--- src/inc/usrd_regs.svh ---
// Register indices, field positions and reset values of the receive status and data block
`ifndef USRD_REGS_SVH
`define USRD_REGS_SVH

// Register indices; byte address is four times the index
`define USRD_IDX_BAUDHI   3'h0
`define USRD_IDX_BAUDLO   3'h1
`define USRD_IDX_CTL1     3'h2
`define USRD_IDX_NONE     3'h3
`define USRD_IDX_STAT1    3'h4
`define USRD_IDX_STAT2    3'h5
`define USRD_IDX_DATAHI   3'h6
`define USRD_IDX_DATALO   3'h7

// Status one fields
`define USRD_S1_RXFULL    5
`define USRD_S1_OVR       3
`define USRD_S1_NOISE     2
`define USRD_S1_FRAMING   1
`define USRD_S1_PARITY    0

// Status two fields
`define USRD_S2_MAPSEL    7
`define USRD_S2_TXINV     4
`define USRD_S2_RXINV     3
`define USRD_S2_LONGBRK   2
`define USRD_S2_SINGLE_WIRE_TX_DIRECTION     1
`define USRD_S2_ACTIVE    0
`define USRD_S2_WMASK     8'h9E

// Control one fields
`define USRD_C1_SWIRE     5
`define USRD_C1_NINE      4
`define USRD_C1_PAREN     1
`define USRD_C1_PARODD    0

// Data high fields
`define USRD_DH_RXNINTH   7
`define USRD_DH_TXNINTH   6

`define USRD_RESET_BYTE   8'h00
`define USRD_BAUDLO_RESET 8'h04

`endif

--- src/inc/usrd_pkg.sv ---
// Types shared by the receive status and data block
package usrd_pkg;

    typedef struct packed {
        logic [8:0] bits;
        logic       stopBit;
        logic       noise;
    } usrd_rxframe_type;

    typedef struct packed {
        logic       overrun;
        logic       noise;
        logic       framing;
        logic       parity;
    } usrd_err_type;

    typedef enum logic {
        USRD_SETUP,
        USRD_ACCESS
    } usrd_apb_state_type;

endpackage

--- src/core/usrd_top.sv ---
// Receive status, control and data registers of the serial interface, APB slave
//
// The implementer's own choice: register access over APB.
`timescale 1ns/1ps
`include "usrd_regs.svh"

module usrd_top
    import usrd_pkg::*;
#(
    parameter int ADDR_W = 5
) (
    input  wire logic             clock,
    input  wire logic             reset,
    input  wire logic             ce,
    input  wire logic             psel,
    input  wire logic             penable,
    input  wire logic             pwrite,
    input  wire logic [ADDR_W-1:0] paddr,
    input  wire logic [31:0]      pwdata,
    output logic      [31:0]      prdata,
    output logic                  pready,
    output logic                  pslverr,
    input  wire logic             rxFrameValid,
    input  wire usrd_rxframe_type rxFrame,
    input  wire logic             startSlotLow,
    input  wire logic             idleDetect,
    output logic                  rxReady,
    input  wire logic             rxPinIn,
    output logic                  rxLineOut,
    input  wire logic             txLineIn,
    output logic                  txPinOut,
    output logic                  txPinOe,
    output logic                  txLoad,
    output logic      [8:0]       txFrame,
    output logic                  longBreak,
    output logic                  nineBitMode,
    output logic      [12:0]      baudDivisor
);

    // ------------------------------------------------------------
    // Elaboration check
    // ------------------------------------------------------------
    if (ADDR_W < 5) begin : g_addr_check
        $error("ADDR_W must be at least 5");
    end

    // ------------------------------------------------------------
    // Functions
    // ------------------------------------------------------------
    // Even type wants the xor of data and parity bit to be zero
    function automatic logic parityBad(
        input logic [8:0] bits,
        input logic       nine,
        input logic       odd
    );
        logic p;
        p = nine ? ^bits : ^bits[7:0];
        return p ^ odd;
    endfunction

    // ------------------------------------------------------------
    // State
    // ------------------------------------------------------------
    usrd_apb_state_type apbState_r;
    logic [31:0]        prdata_r;
    logic               pready_r;
    logic               pslverr_r;
    logic [7:0]         baudHi_r;
    logic [7:0]         baudLo_r;
    logic [7:0]         ctl1_r;
    logic [7:0]         altStat1_r;
    logic [7:0]         altCtl1_r;
    logic [7:0]         altCtl2_r;
    logic [7:0]         stat2_r;
    logic               active_r;
    logic               rxFull_r;
    usrd_err_type       err_r;
    logic [4:0]         arm_r;
    logic [8:0]         rxData_r;
    logic               txNinth_r;
    logic [8:0]         txFrame_r;
    logic               txLoad_r;
    logic               txPinOut_r;
    logic               txPinOe_r;
    logic               rxLineOut_r;
    logic               rxReady_r;
    logic               framing_nxt;

    // ------------------------------------------------------------
    // Address decode
    // ------------------------------------------------------------
    logic [2:0] idx;
    logic       mapped;
    logic       xfer;
    logic       wrEn;
    logic       rdEn;
    logic       altMap;
    logic       stat1Rd;
    logic       dataLoRd;
    logic       dataLoWr;
    logic       dataHiWr;

    assign idx    = paddr[4:2];
    assign altMap = stat2_r[`USRD_S2_MAPSEL];
    assign mapped = (paddr[1:0] == 2'h0) && (idx != `USRD_IDX_NONE)
                    && ((paddr >> 5) == '0);
    assign xfer   = ce && (apbState_r == USRD_ACCESS) && psel && penable;
    assign wrEn   = xfer && pwrite && mapped;
    assign rdEn   = xfer && !pwrite && mapped;
    assign stat1Rd  = rdEn && (idx == `USRD_IDX_STAT1);
    assign dataLoRd = rdEn && (idx == `USRD_IDX_DATALO);
    assign dataLoWr = wrEn && (idx == `USRD_IDX_DATALO);
    assign dataHiWr = wrEn && (idx == `USRD_IDX_DATAHI);

    // Status one image, as software sees it
    logic [7:0] stat1Img;
    always_comb begin
        stat1Img                     = `USRD_RESET_BYTE;
        stat1Img[`USRD_S1_RXFULL]    = rxFull_r;
        stat1Img[`USRD_S1_OVR]       = err_r.overrun;
        stat1Img[`USRD_S1_NOISE]     = err_r.noise;
        stat1Img[`USRD_S1_FRAMING]   = err_r.framing;
        stat1Img[`USRD_S1_PARITY]    = err_r.parity;
    end

    logic [7:0] rdByte;
    always_comb begin
        rdByte = `USRD_RESET_BYTE;
        unique case (idx)
            `USRD_IDX_BAUDHI: rdByte = altMap ? altStat1_r : baudHi_r;
            `USRD_IDX_BAUDLO: rdByte = altMap ? altCtl1_r : baudLo_r;
            `USRD_IDX_CTL1:   rdByte = altMap ? altCtl2_r : ctl1_r;
            `USRD_IDX_NONE:   rdByte = `USRD_RESET_BYTE;
            `USRD_IDX_STAT1:  rdByte = stat1Img;
            `USRD_IDX_STAT2: begin
                rdByte                    = stat2_r;
                rdByte[`USRD_S2_ACTIVE]   = active_r;
            end
            `USRD_IDX_DATAHI: begin
                rdByte                    = `USRD_RESET_BYTE;
                rdByte[`USRD_DH_RXNINTH]  = rxData_r[8];
                rdByte[`USRD_DH_TXNINTH]  = txNinth_r;
            end
            `USRD_IDX_DATALO: rdByte = rxData_r[7:0];
        endcase
    end

    // ------------------------------------------------------------
    // APB slave: one setup, one access cycle with pready high
    // ------------------------------------------------------------
    always_ff @(posedge clock or posedge reset) begin
        if (reset) begin
            apbState_r <= USRD_SETUP;
            prdata_r   <= 32'h0000_0000;
            pready_r   <= 1'b0;
            pslverr_r  <= 1'b0;
        end else if (ce) begin
            unique case (apbState_r)
                USRD_SETUP: begin
                    if (psel && !penable) begin
                        prdata_r   <= (mapped && !pwrite) ? {24'h00_0000, rdByte}
                                                          : 32'h0000_0000;
                        pslverr_r  <= !mapped;
                        pready_r   <= 1'b1;
                        apbState_r <= USRD_ACCESS;
                    end
                end
                USRD_ACCESS: begin
                    if (psel && penable) begin
                        pready_r   <= 1'b0;
                        pslverr_r  <= 1'b0;
                        apbState_r <= USRD_SETUP;
                    end
                end
            endcase
        end
    end

    // ------------------------------------------------------------
    // Control registers
    // ------------------------------------------------------------
    always_ff @(posedge clock or posedge reset) begin
        if (reset) begin
            baudHi_r   <= `USRD_RESET_BYTE;
            baudLo_r   <= `USRD_BAUDLO_RESET;
            ctl1_r     <= `USRD_RESET_BYTE;
            altStat1_r <= `USRD_RESET_BYTE;
            altCtl1_r  <= `USRD_RESET_BYTE;
            altCtl2_r  <= `USRD_RESET_BYTE;
            stat2_r    <= `USRD_RESET_BYTE;
        end else if (wrEn) begin
            unique case (idx)
                `USRD_IDX_BAUDHI: begin
                    if (altMap) altStat1_r <= pwdata[7:0];
                    else baudHi_r <= pwdata[7:0];
                end
                `USRD_IDX_BAUDLO: begin
                    if (altMap) altCtl1_r <= pwdata[7:0];
                    else baudLo_r <= pwdata[7:0];
                end
                `USRD_IDX_CTL1: begin
                    if (altMap) altCtl2_r <= pwdata[7:0];
                    else ctl1_r <= pwdata[7:0];
                end
                `USRD_IDX_STAT2: stat2_r <= pwdata[7:0] & `USRD_S2_WMASK;
                default: begin
                end
            endcase
        end
    end

    // ------------------------------------------------------------
    // Receive flags and buffer
    // ------------------------------------------------------------
    logic accept;
    logic lost;
    logic [4:0] clrMask;

    // A frame arriving while framing is flagged is simply ignored
    assign accept  = ce && rxFrameValid && !err_r.framing
                     && !rxFull_r && !err_r.overrun;
    assign lost    = ce && rxFrameValid && !err_r.framing
                     && (rxFull_r || err_r.overrun);
    assign clrMask = dataLoRd ? arm_r : 5'h00;

    // Arming uses the snapshot software actually read
    always_ff @(posedge clock or posedge reset) begin
        if (reset) begin
            arm_r <= 5'h00;
        end else if (stat1Rd) begin
            arm_r <= arm_r | {prdata_r[`USRD_S1_RXFULL], prdata_r[3:0]};
        end else if (dataLoRd) begin
            arm_r <= 5'h00;
        end
    end

    always_ff @(posedge clock or posedge reset) begin
        if (reset) begin
            rxFull_r <= 1'b0;
        end else if (accept) begin
            rxFull_r <= 1'b1;
        end else if (clrMask[4]) begin
            rxFull_r <= 1'b0;
        end
    end

    // Set wins over a clear in the same cycle; a stale overrun stays
    always_ff @(posedge clock or posedge reset) begin
        if (reset) begin
            err_r <= '0;
        end else if (ce) begin
            if (lost) err_r.overrun <= 1'b1;
            else if (clrMask[3]) err_r.overrun <= 1'b0;
            if (accept && rxFrame.noise) err_r.noise <= 1'b1;
            else if (clrMask[2]) err_r.noise <= 1'b0;
            if (accept && !rxFrame.stopBit) err_r.framing <= 1'b1;
            else if (clrMask[1]) err_r.framing <= 1'b0;
            if (accept && ctl1_r[`USRD_C1_PAREN]
                && parityBad(rxFrame.bits, ctl1_r[`USRD_C1_NINE],
                             ctl1_r[`USRD_C1_PARODD])) begin
                err_r.parity <= 1'b1;
            end else if (clrMask[0]) begin
                err_r.parity <= 1'b0;
            end
        end
    end

    // Overrun leaves the held frame untouched
    always_ff @(posedge clock or posedge reset) begin
        if (reset) begin
            rxData_r <= 9'h000;
        end else if (accept) begin
            rxData_r <= {ctl1_r[`USRD_C1_NINE] & rxFrame.bits[8],
                         rxFrame.bits[7:0]};
        end
    end

    always_ff @(posedge clock or posedge reset) begin
        if (reset) begin
            active_r <= 1'b0;
        end else if (ce) begin
            if (startSlotLow) active_r <= 1'b1;
            else if (idleDetect) active_r <= 1'b0;
        end
    end

    assign framing_nxt = (accept && !rxFrame.stopBit)
                         || (err_r.framing && !clrMask[1]);

    always_ff @(posedge clock or posedge reset) begin
        if (reset) begin
            rxReady_r <= 1'b1;
        end else if (ce) begin
            rxReady_r <= !framing_nxt;
        end
    end

    // ------------------------------------------------------------
    // Transmit buffer
    // ------------------------------------------------------------
    always_ff @(posedge clock or posedge reset) begin
        if (reset) begin
            txNinth_r <= 1'b0;
        end else if (dataHiWr) begin
            txNinth_r <= pwdata[`USRD_DH_TXNINTH];
        end
    end

    always_ff @(posedge clock or posedge reset) begin
        if (reset) begin
            txFrame_r <= 9'h000;
            txLoad_r  <= 1'b0;
        end else if (ce) begin
            txLoad_r <= dataLoWr;
            if (dataLoWr) begin
                txFrame_r <= {txNinth_r & ctl1_r[`USRD_C1_NINE],
                              pwdata[7:0]};
            end
        end
    end

    // ------------------------------------------------------------
    // Line polarity and pin direction
    // ------------------------------------------------------------
    // Registered to keep outputs glitch free; costs one cycle of skew
    always_ff @(posedge clock or posedge reset) begin
        if (reset) begin
            txPinOut_r  <= 1'b1;
            rxLineOut_r <= 1'b1;
            txPinOe_r   <= 1'b1;
        end else if (ce) begin
            txPinOut_r  <= txLineIn ^ stat2_r[`USRD_S2_TXINV];
            rxLineOut_r <= rxPinIn ^ stat2_r[`USRD_S2_RXINV];
            txPinOe_r   <= !ctl1_r[`USRD_C1_SWIRE]
                           || stat2_r[`USRD_S2_SINGLE_WIRE_TX_DIRECTION];
        end
    end

    // ------------------------------------------------------------
    // Outputs
    // ------------------------------------------------------------
    assign prdata      = prdata_r;
    assign pready      = pready_r;
    assign pslverr     = pslverr_r;
    assign rxReady     = rxReady_r;
    assign rxLineOut   = rxLineOut_r;
    assign txPinOut    = txPinOut_r;
    assign txPinOe     = txPinOe_r;
    assign txLoad      = txLoad_r;
    assign txFrame     = txFrame_r;
    assign longBreak   = stat2_r[`USRD_S2_LONGBRK];
    assign nineBitMode = ctl1_r[`USRD_C1_NINE];
    assign baudDivisor = {baudHi_r[4:0], baudLo_r};
endmodule

--- config.mk ---
export PLATFORM = sky130hd
export DESIGN_NAME = usrd_top
export DESIGN_NICKNAME = d
export VERILOG_FILES = /design/src/inc/usrd_pkg.sv /design/src/core/usrd_top.sv
export VERILOG_INCLUDE_DIRS = /design/src /design/src/inc
export SDC_FILE = /design/constraint.sdc
export NUM_CORES = 1
export LEC_CHECK = 0
export BUFFER_PORTS_ARGS = -buffer_cell sky130_fd_sc_hd__buf_2
export CAP_MARGIN = 20
export CORE_MARGIN = 4
export CORE_UTILIZATION = 48
export DETAILED_ROUTE_END_ITERATION = 6
export PLACE_DENSITY = 0.73
export SYNTH_ARGS = -nofsm -noshare
export SYNTH_HDL_FRONTEND = slang
export SYNTH_SLANG_ARGS = --single-unit
--- constraint.sdc ---
create_clock -name clock -period 3.7 [get_ports clock]
set_input_delay 0.185 -clock clock [delete_from_list [all_inputs] [get_ports clock]]
set_output_delay 0.185 -clock clock [all_outputs]
set_load 0.005 [all_outputs]
==> reports/summary.txt, run 1 <==
Top_reg_cell synth: dfrtp_1
Die Footprint: 0.0119 sq mm
First-pass GRT wire length: 17700 microns
Slew Limit Headroom: 37.0%
Grt met1 use: 27.0%
I/O pin cnt: 122
Setup TNS: 0 ns
Adder-cell share of the synthesized area: 0%
Status: finished clean
Detail Placement HPWL: 7930 microns
GRT busiest layer: met2
Top-count cell post-synth: dfrtp_1
Area grow syn2layout: 11.7%
Drt via density: 5.50
FMAX: 417 MHz
TritonCTS clock tree: done
XOR/XNOR Fraction of Synth Area: 2.07%
CTS Buffer Depth: 2
Vias: 3346
Global Route Usage Sum: 19.9%
Routed WL: 10900 microns
Filler cell count: 852
Diode count: 0
Initial DRC Count: 199
Gpl congestion: 0.880
Met2 Use GR: 31.0%
Power per Cell Area: 392 mW/mm^2
Static Leak: 2.72 nW
Worst hold path class: input pin to register
CTS root buf: clkbuf_8
Number of max-cap violations: 0
Core Area: 0.00986 sq mm
Pins over their slew limit: 0
Top cells by count, synth: dfrtp_1, mux2_2, nand2_1
Post-synthesis compound-gate area fraction: 9.52%
Worst-Skew Late Latency: 0.38 ns
DRC: 0
Synth top area share: 48.1%
Post-route worst setup slack: 1.30 ns
CTS resizes: 0
Clk slew on worst S/H paths: 0.09 ns
Final Skew: 0.00828 ns
Grt ovf: 0
Worst slew pin tran: 0.937 ns
Synth async-reset ratio: 100%
Met3 usage: 5.21%
CTS Hold Bufs: 1
CP Capture Type: register
Chip Height: 109 microns
Req. time, crit path: 3.97 ns
Routed Antenna Nets: 0
Mux contribution to synthesized area: 20.3%
Startpoint Class: register
Post CTS Setup Buffer Count: 0
Port Buffers: 73
Yosys top cell by area: dfrtp_1
Data arrival time of the worst path: 2.66 ns
Syn Area/Cell: 12.0 sq um
Sequential-to-total area share from yosys stat: 50.8%
H-tree levels: 3
Final Cycle Share: 64.8%
Tmin final: 2.40 ns
Yosys cell types: 54
Number of global-route vias before repair: 3302
Pre-antenna DRT Iters: 4
WS Path Type: register to register
CTS buffer count: 9
EDFF count, synth: 0
Critical path fanouts, max: 9
FP Rows: 36
Cells after Synth: 406
Worst vdd ir: 0.000284 V
Unrepaired setup endpoints after global routing: false
Net count, final: 529
Mapped Area: 0.00489 sq mm
Initial antenna violation count: 0
Yosys reg bits: 99
Area share of and/or/nand/nor cells after synthesis: 10.2%
Min-delay src: rxFrame[7]
Largest net degree at the start of global routing: 84
Hold Fails Final Rpt: 0
Layout cells sized above 1: 35.2%
Largest family of logic cells by synthesized area: multiplexers
Area contributors post-synth: dfrtp_1, mux2_2, mux2_4, buf_4, mux2i_1
Yosys warnings: 0
Avg WL per Cell: 18.0 microns
Initial Util: 49.6%
Setup WS pre-CTS: 1.03 ns
Clock Sinks: 99
Final setup violation count: 0
Die Width: 109 microns
-- path summary, 6_finish.rpt --
path / to / slack, ns / depth (start not counted)
max in group asynchronous: baudLo_r[2] / 2.42 / 5
min in group asynchronous: pslverr / 0.35 / 3
worst max-delay path: baudLo_r[1] / 1.30 / 4
worst max register to register: baudLo_r[1] / 1.30 / 4
worst min-delay path: rxData_r[5] / 0.03 / 3
worst min register to register: rxData_r[3] / 0.49 / 2
-- registers in the layout, summed over array words and instances, names as in the netlist, 4 cells and up, named ones only --
register,count
altCtl1_r,8
altCtl2_r,8
altStat1_r,8
arm_r,5
baudHi_r,8
baudLo_r,8
ctl1_r,8
err_r,4
prdata,8
rxData_r,9
stat2_r,5
txFrame,9
-- report_power, final --
part           switching [mW]  internal [mW]
Clock                   0.363          0.332
Combinational           0.142          0.111
Sequential             0.0449           1.15
-- cells in the final DEF (no fill, tap or decap), types with 3 or more instances in the layout --
cell type,netlist,routed
nor3_1,3,3
mux2_2,48,48
dfstp_2,5,5
o22a_1,4,4
nand3_1,10,10
xnor2_1,8,8
o221ai_1,3,3
buf_4,29,3
inv_1,6,5
nor2_1,11,11
dfrtp_1,94,94
nor2b_1,3,3
a32o_1,7,7
or3_1,5,5
o21ai_0,10,10
a21oi_1,4,4
o311ai_0,3,3
a221oi_1,6,6
clkbuf_8,0,10
buf_2,1,73
a211oi_1,3,3
and3_1,3,3
conb_1,1,24
mux2i_1,21,21
a22o_1,8,8
nand2_1,43,43
a21o_1,3,3
mux2_4,16,16
-- worst max-delay path, cell delays in order (launching register included) --
cell and delay (ns):
dfrtp_1 0.38, nand4_1 0.13, or4_4 0.57, or4_1 0.81
mux2_4 0.40
-- cell families after synthesis --
logic type / after synthesis
xor+xnor: 10
flops: 99
compound gates: 60
other cells: 1
buf+inv: 56
simple gates: 95
mux: 85
-- area by class of cell --
class | count | area, sq um | share of cell area [%]
inverters | 7 | 28.8 | 0.527
multi-input cells | 274 | 2150 | 39.4
well taps | 133 | 166 | 3.05
clock buffers | 12 | 145 | 2.66
flip-flops and latches | 99 | 2480 | 45.5
clock inverters | 4 | 51.3 | 0.940
repair buffers | 79 | 435 | 7.98
-- routing by layer --
layer,up-vias,part of all wire [%]
met3,19,5.9
met5,-,0
met1,1668,44
met4,0,2.2
li1,1551,-
met2,108,48
-- through the flow --
step / instances / power, mW / utilization, % / hold WS [ns] / area (sq um)
3_3_place_gp: 589 / 1.45 / 52.9 / 0.380 / 5220
5_1_grt: 608 / 2.26 / 55.3 / 0.0189 / 5460
4_1_cts: 606 / 2.16 / 55.0 / 0.0113 / 5420
6_report: 608 / 2.14 / 55.3 / 0.0330 / 5460
2_1_floorplan: 429 / 1.38 / - / 0.267 / 4970
3_5_place_dp: 589 / 1.46 / 52.9 / 0.388 / 5220
(Power assumes the default switching activity.)
==> run 2: changes to the inputs <==
PLACE_DENSITY = 0.76   (was 0.73)
clock period = 2.1 ns   (was 3.7 ns; I/O delays follow)
==> run 2 against run 1 <==
Die area stayed put. Cell area increased by 7.5%. Clock power increased by 110%. Wire length is 5.3% higher. Non-clock buffer count is 37 higher. Count of clock-buffer cells in the layout down 2. Sequential cell count stayed put. Core utilization up 4.1 points. Combinational power grew 96%. Sequential share of layout area shrank 3.1 points. Register-to-register slack got worse by 1.3 ns.
==> reports/summary.txt, run 2 (synthesized netlist as in run 1, its figures left out) <==
Status: finished clean
Unrepaired setup endpoints after global routing: false
DRC: 0
Avg WL per Cell: 17.8 microns
Routed Antenna Nets: 0
Layout cells sized above 1: 38.7%
Gpl congestion: 0.875
CTS buffer count: 9
First-pass GRT wire length: 18500 microns
Routed WL: 11500 microns
Most used cell, CP: or4_4
Post-route worst setup slack: 0.0388 ns
Worst slew pin tran: 0.642 ns
Diode count: 0
Worst-Skew Late Latency: 0.37 ns
I/O pin cnt: 122
Initial DRC Count: 239
Final Skew: 0.0121 ns
Area grow syn2layout: 20.0%
Final Cycle Share: 98.2%
H-tree levels: 3
Req. time, crit path: 2.35 ns
Number of global-route vias before repair: 3534
FMAX: 485 MHz
Min-delay src: rxFrame[10]
Max incr delay on CP: 0.63 ns
Pre-antenna DRT Iters: 7
CP max stage cell: or4_4
FP Rows: 36
Initial Util: 49.6%
TritonCTS clock tree: done
Chip Height: 109 microns
Global Route Usage Sum: 20.5%
Clk slew on worst S/H paths: 0.10 ns
Hold Fails Final Rpt: 0
Setup TNS: 0 ns
Die Footprint: 0.0119 sq mm
Most common cell after layout, fill and taps aside: dfrtp_1
Final setup violation count: 0
Cell area after layout: 0.00587 sq mm
Grt ovf: 0
Worst hold path class: input pin to register
Drt via density: 5.35
Critical path fanouts, max: 8
Filler cell count: 810
Dpl cells: 611
Data arrival time of the worst path: 2.31 ns
CTS root buf: clkbuf_8
Clock Sinks: 99
Die Width: 109 microns
Power per Cell Area: 691 mW/mm^2
CP Capture Type: register
Largest net degree at the start of global routing: 30
Crit-path cells: nand4_1 -> or4_4 -> or4_4 -> mux2_4
Startpoint Class: register
Static Leak: 2.93 nW
Net count, final: 566
Layout Cells excl Fill: 645
Post-DP Area: 0.00543 sq mm
Vias: 3452
Worst vdd ir: 0.000323 V
WS Path Type: register to register
Detail Placement HPWL: 8370 microns
Port Buffers: 73
Most frequent cells in the layout: dfrtp_1, buf_2, mux2_2
Core Area: 0.00986 sq mm
Tmin final: 2.06 ns
CTS Buffer Depth: 2
Setup WS pre-CTS: -0.133 ns
Initial antenna violation count: 0
Slew Limit Headroom: 57.1%
Pins over their slew limit: 0
Number of max-cap violations: 0
run 2: cell types whose count changed in the layout (fill, tap and decap cells not counted), sizes merged:
cell	change
buf	+25
dlygate4sd3	+12
bufinv	+2
clkbuf	-2
clkinv	-1
clkinvlp	+1
run 2: worst max-delay path, delay by kind of cell, from the launching register on:
family           cells  cell delay (ns)
flip-flops           1             0.36
AND/OR/NAND/NOR      3             1.25
multiplexers         1             0.34
run 2: layout make-up:
class                   count  area, sq um  share of cell area (%)
repair buffers            116          772                    13.2
clock buffers              10          128                    2.18
multi-input cells         274         2170                    37.0
inverters                   7         33.8                   0.576
well taps                 133          166                    2.84
clock inverters             6          113                    1.92
flip-flops and latches     99         2480                    42.4
run 2: where the power goes:
part | leakage (nW) | internal [mW] | switching, mW
Sequential | 1.33 | 2.02 | 0.0859
Combinational | 1.49 | 0.232 | 0.261
Clock | 0.121 | 0.796 | 0.659
Total | 2.93 | 3.05 | 1.01
run 2: worst paths after layout:
kind,cells after the start,slack (ns),endpoint
min,3,0.02,rxData_r[8]
min in group asynchronous,3,0.36,pready
max in group asynchronous,4,1.08,rxReady
max reg2reg,4,0.04,baudLo_r[0]
max,4,0.04,baudLo_r[0]
min reg2reg,1,0.49,rxReady
run 2: repair_timing:
item	CTS	global route
resized for setup	6	2
setup buffers	3	1
endpoints found under the setup margin	21	63
endpoints found under the hold margin	37	0
pin swaps	4	1
hold buffers	14	0
run 2: routing by layer:
layer / vias to the layer above / track usage, % / part of all wire (%)
met5: - / 0 / 0
met4: 0 / 7.12 / 1.7
met3: 15 / 4.50 / 5.1
met2: 97 / 32.7 / 48
met1: 1724 / 27.7 / 45
li1: 1616 / - / -
run 2: metrics by stage:
step           hold WS [ns]  power [mW]  utilization, %
4_1_cts              0.0146        4.08            59.3
5_1_grt              0.0301        4.24            59.5
3_3_place_gp          0.219        2.59            55.0
3_5_place_dp          0.220        2.60            55.0
2_1_floorplan         0.187        2.43               -
6_report             0.0190        4.05            59.5
==> run 3: changes to the inputs <==
SETUP_SLACK_MARGIN = 0.4   (was not set)
==> run 3 against run 2 <==
Die area unchanged. Via count grew 1.2%. Core utilization up 0.68 points. Worst setup slack improved by 0.064 ns.
==> reports/summary.txt, run 3 (synthesized netlist as in run 1, its figures left out) <==
Most common cell after layout, fill and taps aside: dfrtp_1
Die Footprint: 0.0119 sq mm
Status: finished clean
Routed WL: 11900 microns
Final Skew: 0.00854 ns
Drt via density: 5.44
FMAX: 501 MHz
Critical path fanouts, max: 5
Final setup violation count: 0
Layout cells sized above 1: 39.1%
DRC: 0
Footprint of the multi-input gates: 0.00226 sq mm
CP Capture Type: register
Power per Cell Area: 669 mW/mm^2
Worst hold path class: input pin to register
H-tree levels: 3
Initial DRC Count: 189
Gpl congestion: 0.847
Most used cell, CP: or4_4
Pre-antenna DRT Iters: 4
Flop2flop setup slack: 0.10 ns
Static Leak: 2.93 nW
Startpoint Class: register
Post-route worst setup slack: 0.103 ns
Number of global-route vias before repair: 3456
Pins over their slew limit: 0
Area grow syn2layout: 21.4%
TritonCTS clock tree: done
Worst vdd ir: 0.000488 V
Routed Antenna Nets: 0
Final Cycle Share: 95.1%
Core Area: 0.00986 sq mm
Die Width: 109 microns
Data arrival time of the worst path: 2.26 ns
Filler cell count: 797
Largest net degree at the start of global routing: 42
Clk slew on worst S/H paths: 0.09 ns
Req. time, crit path: 2.36 ns
Global Route Usage Sum: 21.1%
First-pass GRT wire length: 18700 microns
Chip Height: 109 microns
Worst slew pin tran: 0.659 ns
CTS buffer count: 9
Unrepaired setup endpoints after global routing: true
WS Path Type: register to register
Hold Fails Final Rpt: 0
Port Buffers: 73
Vias: 3492
Crit-path cells: nand4_1 -> or4_4 -> or4_4 -> buf_6 -> mux2_4
Initial antenna violation count: 0
Number of max-cap violations: 0
Slew Limit Headroom: 56.0%
CTS root buf: clkbuf_8
CP max stage cell: or4_4
Tmin final: 2.00 ns
Total power: 3.97 mW
Max incr delay on CP: 0.49 ns
Clock Sinks: 99
Avg WL per Cell: 18.6 microns
Worst-Skew Late Latency: 0.37 ns
Sequential cell area: 0.00248 sq mm
Detail Placement HPWL: 8740 microns
FP Rows: 36
Grt ovf: 0
CTS Buffer Depth: 2
Net count, final: 563
Initial Util: 49.6%
Setup WS pre-CTS: -0.0640 ns
Diode count: 0
I/O pin cnt: 122
Most frequent cells in the layout: dfrtp_1, buf_2, nand2_1
Hold_ws: 0.0262 ns
-- run 3: cell count changes in the layout (fill, tap and decap cells not counted), sizes merged --
cell	previous run	this run
buf	102	99
clkinvlp	2	3
clkinv	2	3
inv	6	5
bufinv	3	2
-- run 3: final timing paths --
check	from	endpoint	cells after the start
worst max-delay path	register	ctl1_r[4]	5
worst min-delay path	idleDetect	active_r	3
worst max register to register	register	ctl1_r[4]	5
worst min register to register	txLoad	txLoad	1
max in group asynchronous	reset	txPinOe	4
min in group asynchronous	reset	altCtl2_r[4]	3
-- run 3: layer usage --
metal | wire (microns) | vias up | global-route usage [%]
li1 | - | 1611 | -
met1 | 5350 | 1732 | 29.0
met2 | 5610 | 132 | 33.4
met3 | 679 | 17 | 2.90
met4 | 278 | 0 | 9.65
met5 | 0 | - | 0
-- run 3: area by class of cell --
cell class                 instances  area share [%]
clock buffer                      10            2.32
clock inverter                     6            1.50
inverter                           7           0.527
multi-input combinational        274            38.2
sequential                        99            41.9
tap                              133            2.80
timing repair buffer             113            12.8
-- run 3: per-stage QoR --
stage,TNS [ns],std cells,util [%],instance area [sq um]
floorplan,0,429,-,5090
global placement,-0.753,610,55.8,5500
detailed placement,-0.850,610,55.8,5500
CTS,0,641,60.0,5920
global route,0,642,60.2,5930
finish,0,642,60.2,5930
-- run 3: critical path, delay by kind of cell, from the launching register on --
kind | cells | cell delay, ns
buffers and inverters | 1 | 0.16
AND/OR/NAND/NOR | 3 | 1.07
flip-flops | 1 | 0.36
multiplexers | 1 | 0.29
-- run 3: repair_timing --
item	4_1_cts	5_1_grt
hold buffers	14	0
setup buffers	1	1
endpoints found under the setup margin	69	65
pin swaps	6	1
endpoints found under the hold margin	39	0
resized for setup	12	3
-- run 3: where the power goes --
| group | internal, mW | switching, mW | total, mW |
|---|---|---|---|
| clock network | 0.703 | 0.671 | 1.37 |
| registers | 2.02 | 0.0837 | 2.10 |
| logic | 0.228 | 0.265 | 0.494 |
| total | 2.95 | 1.02 | 3.97 |
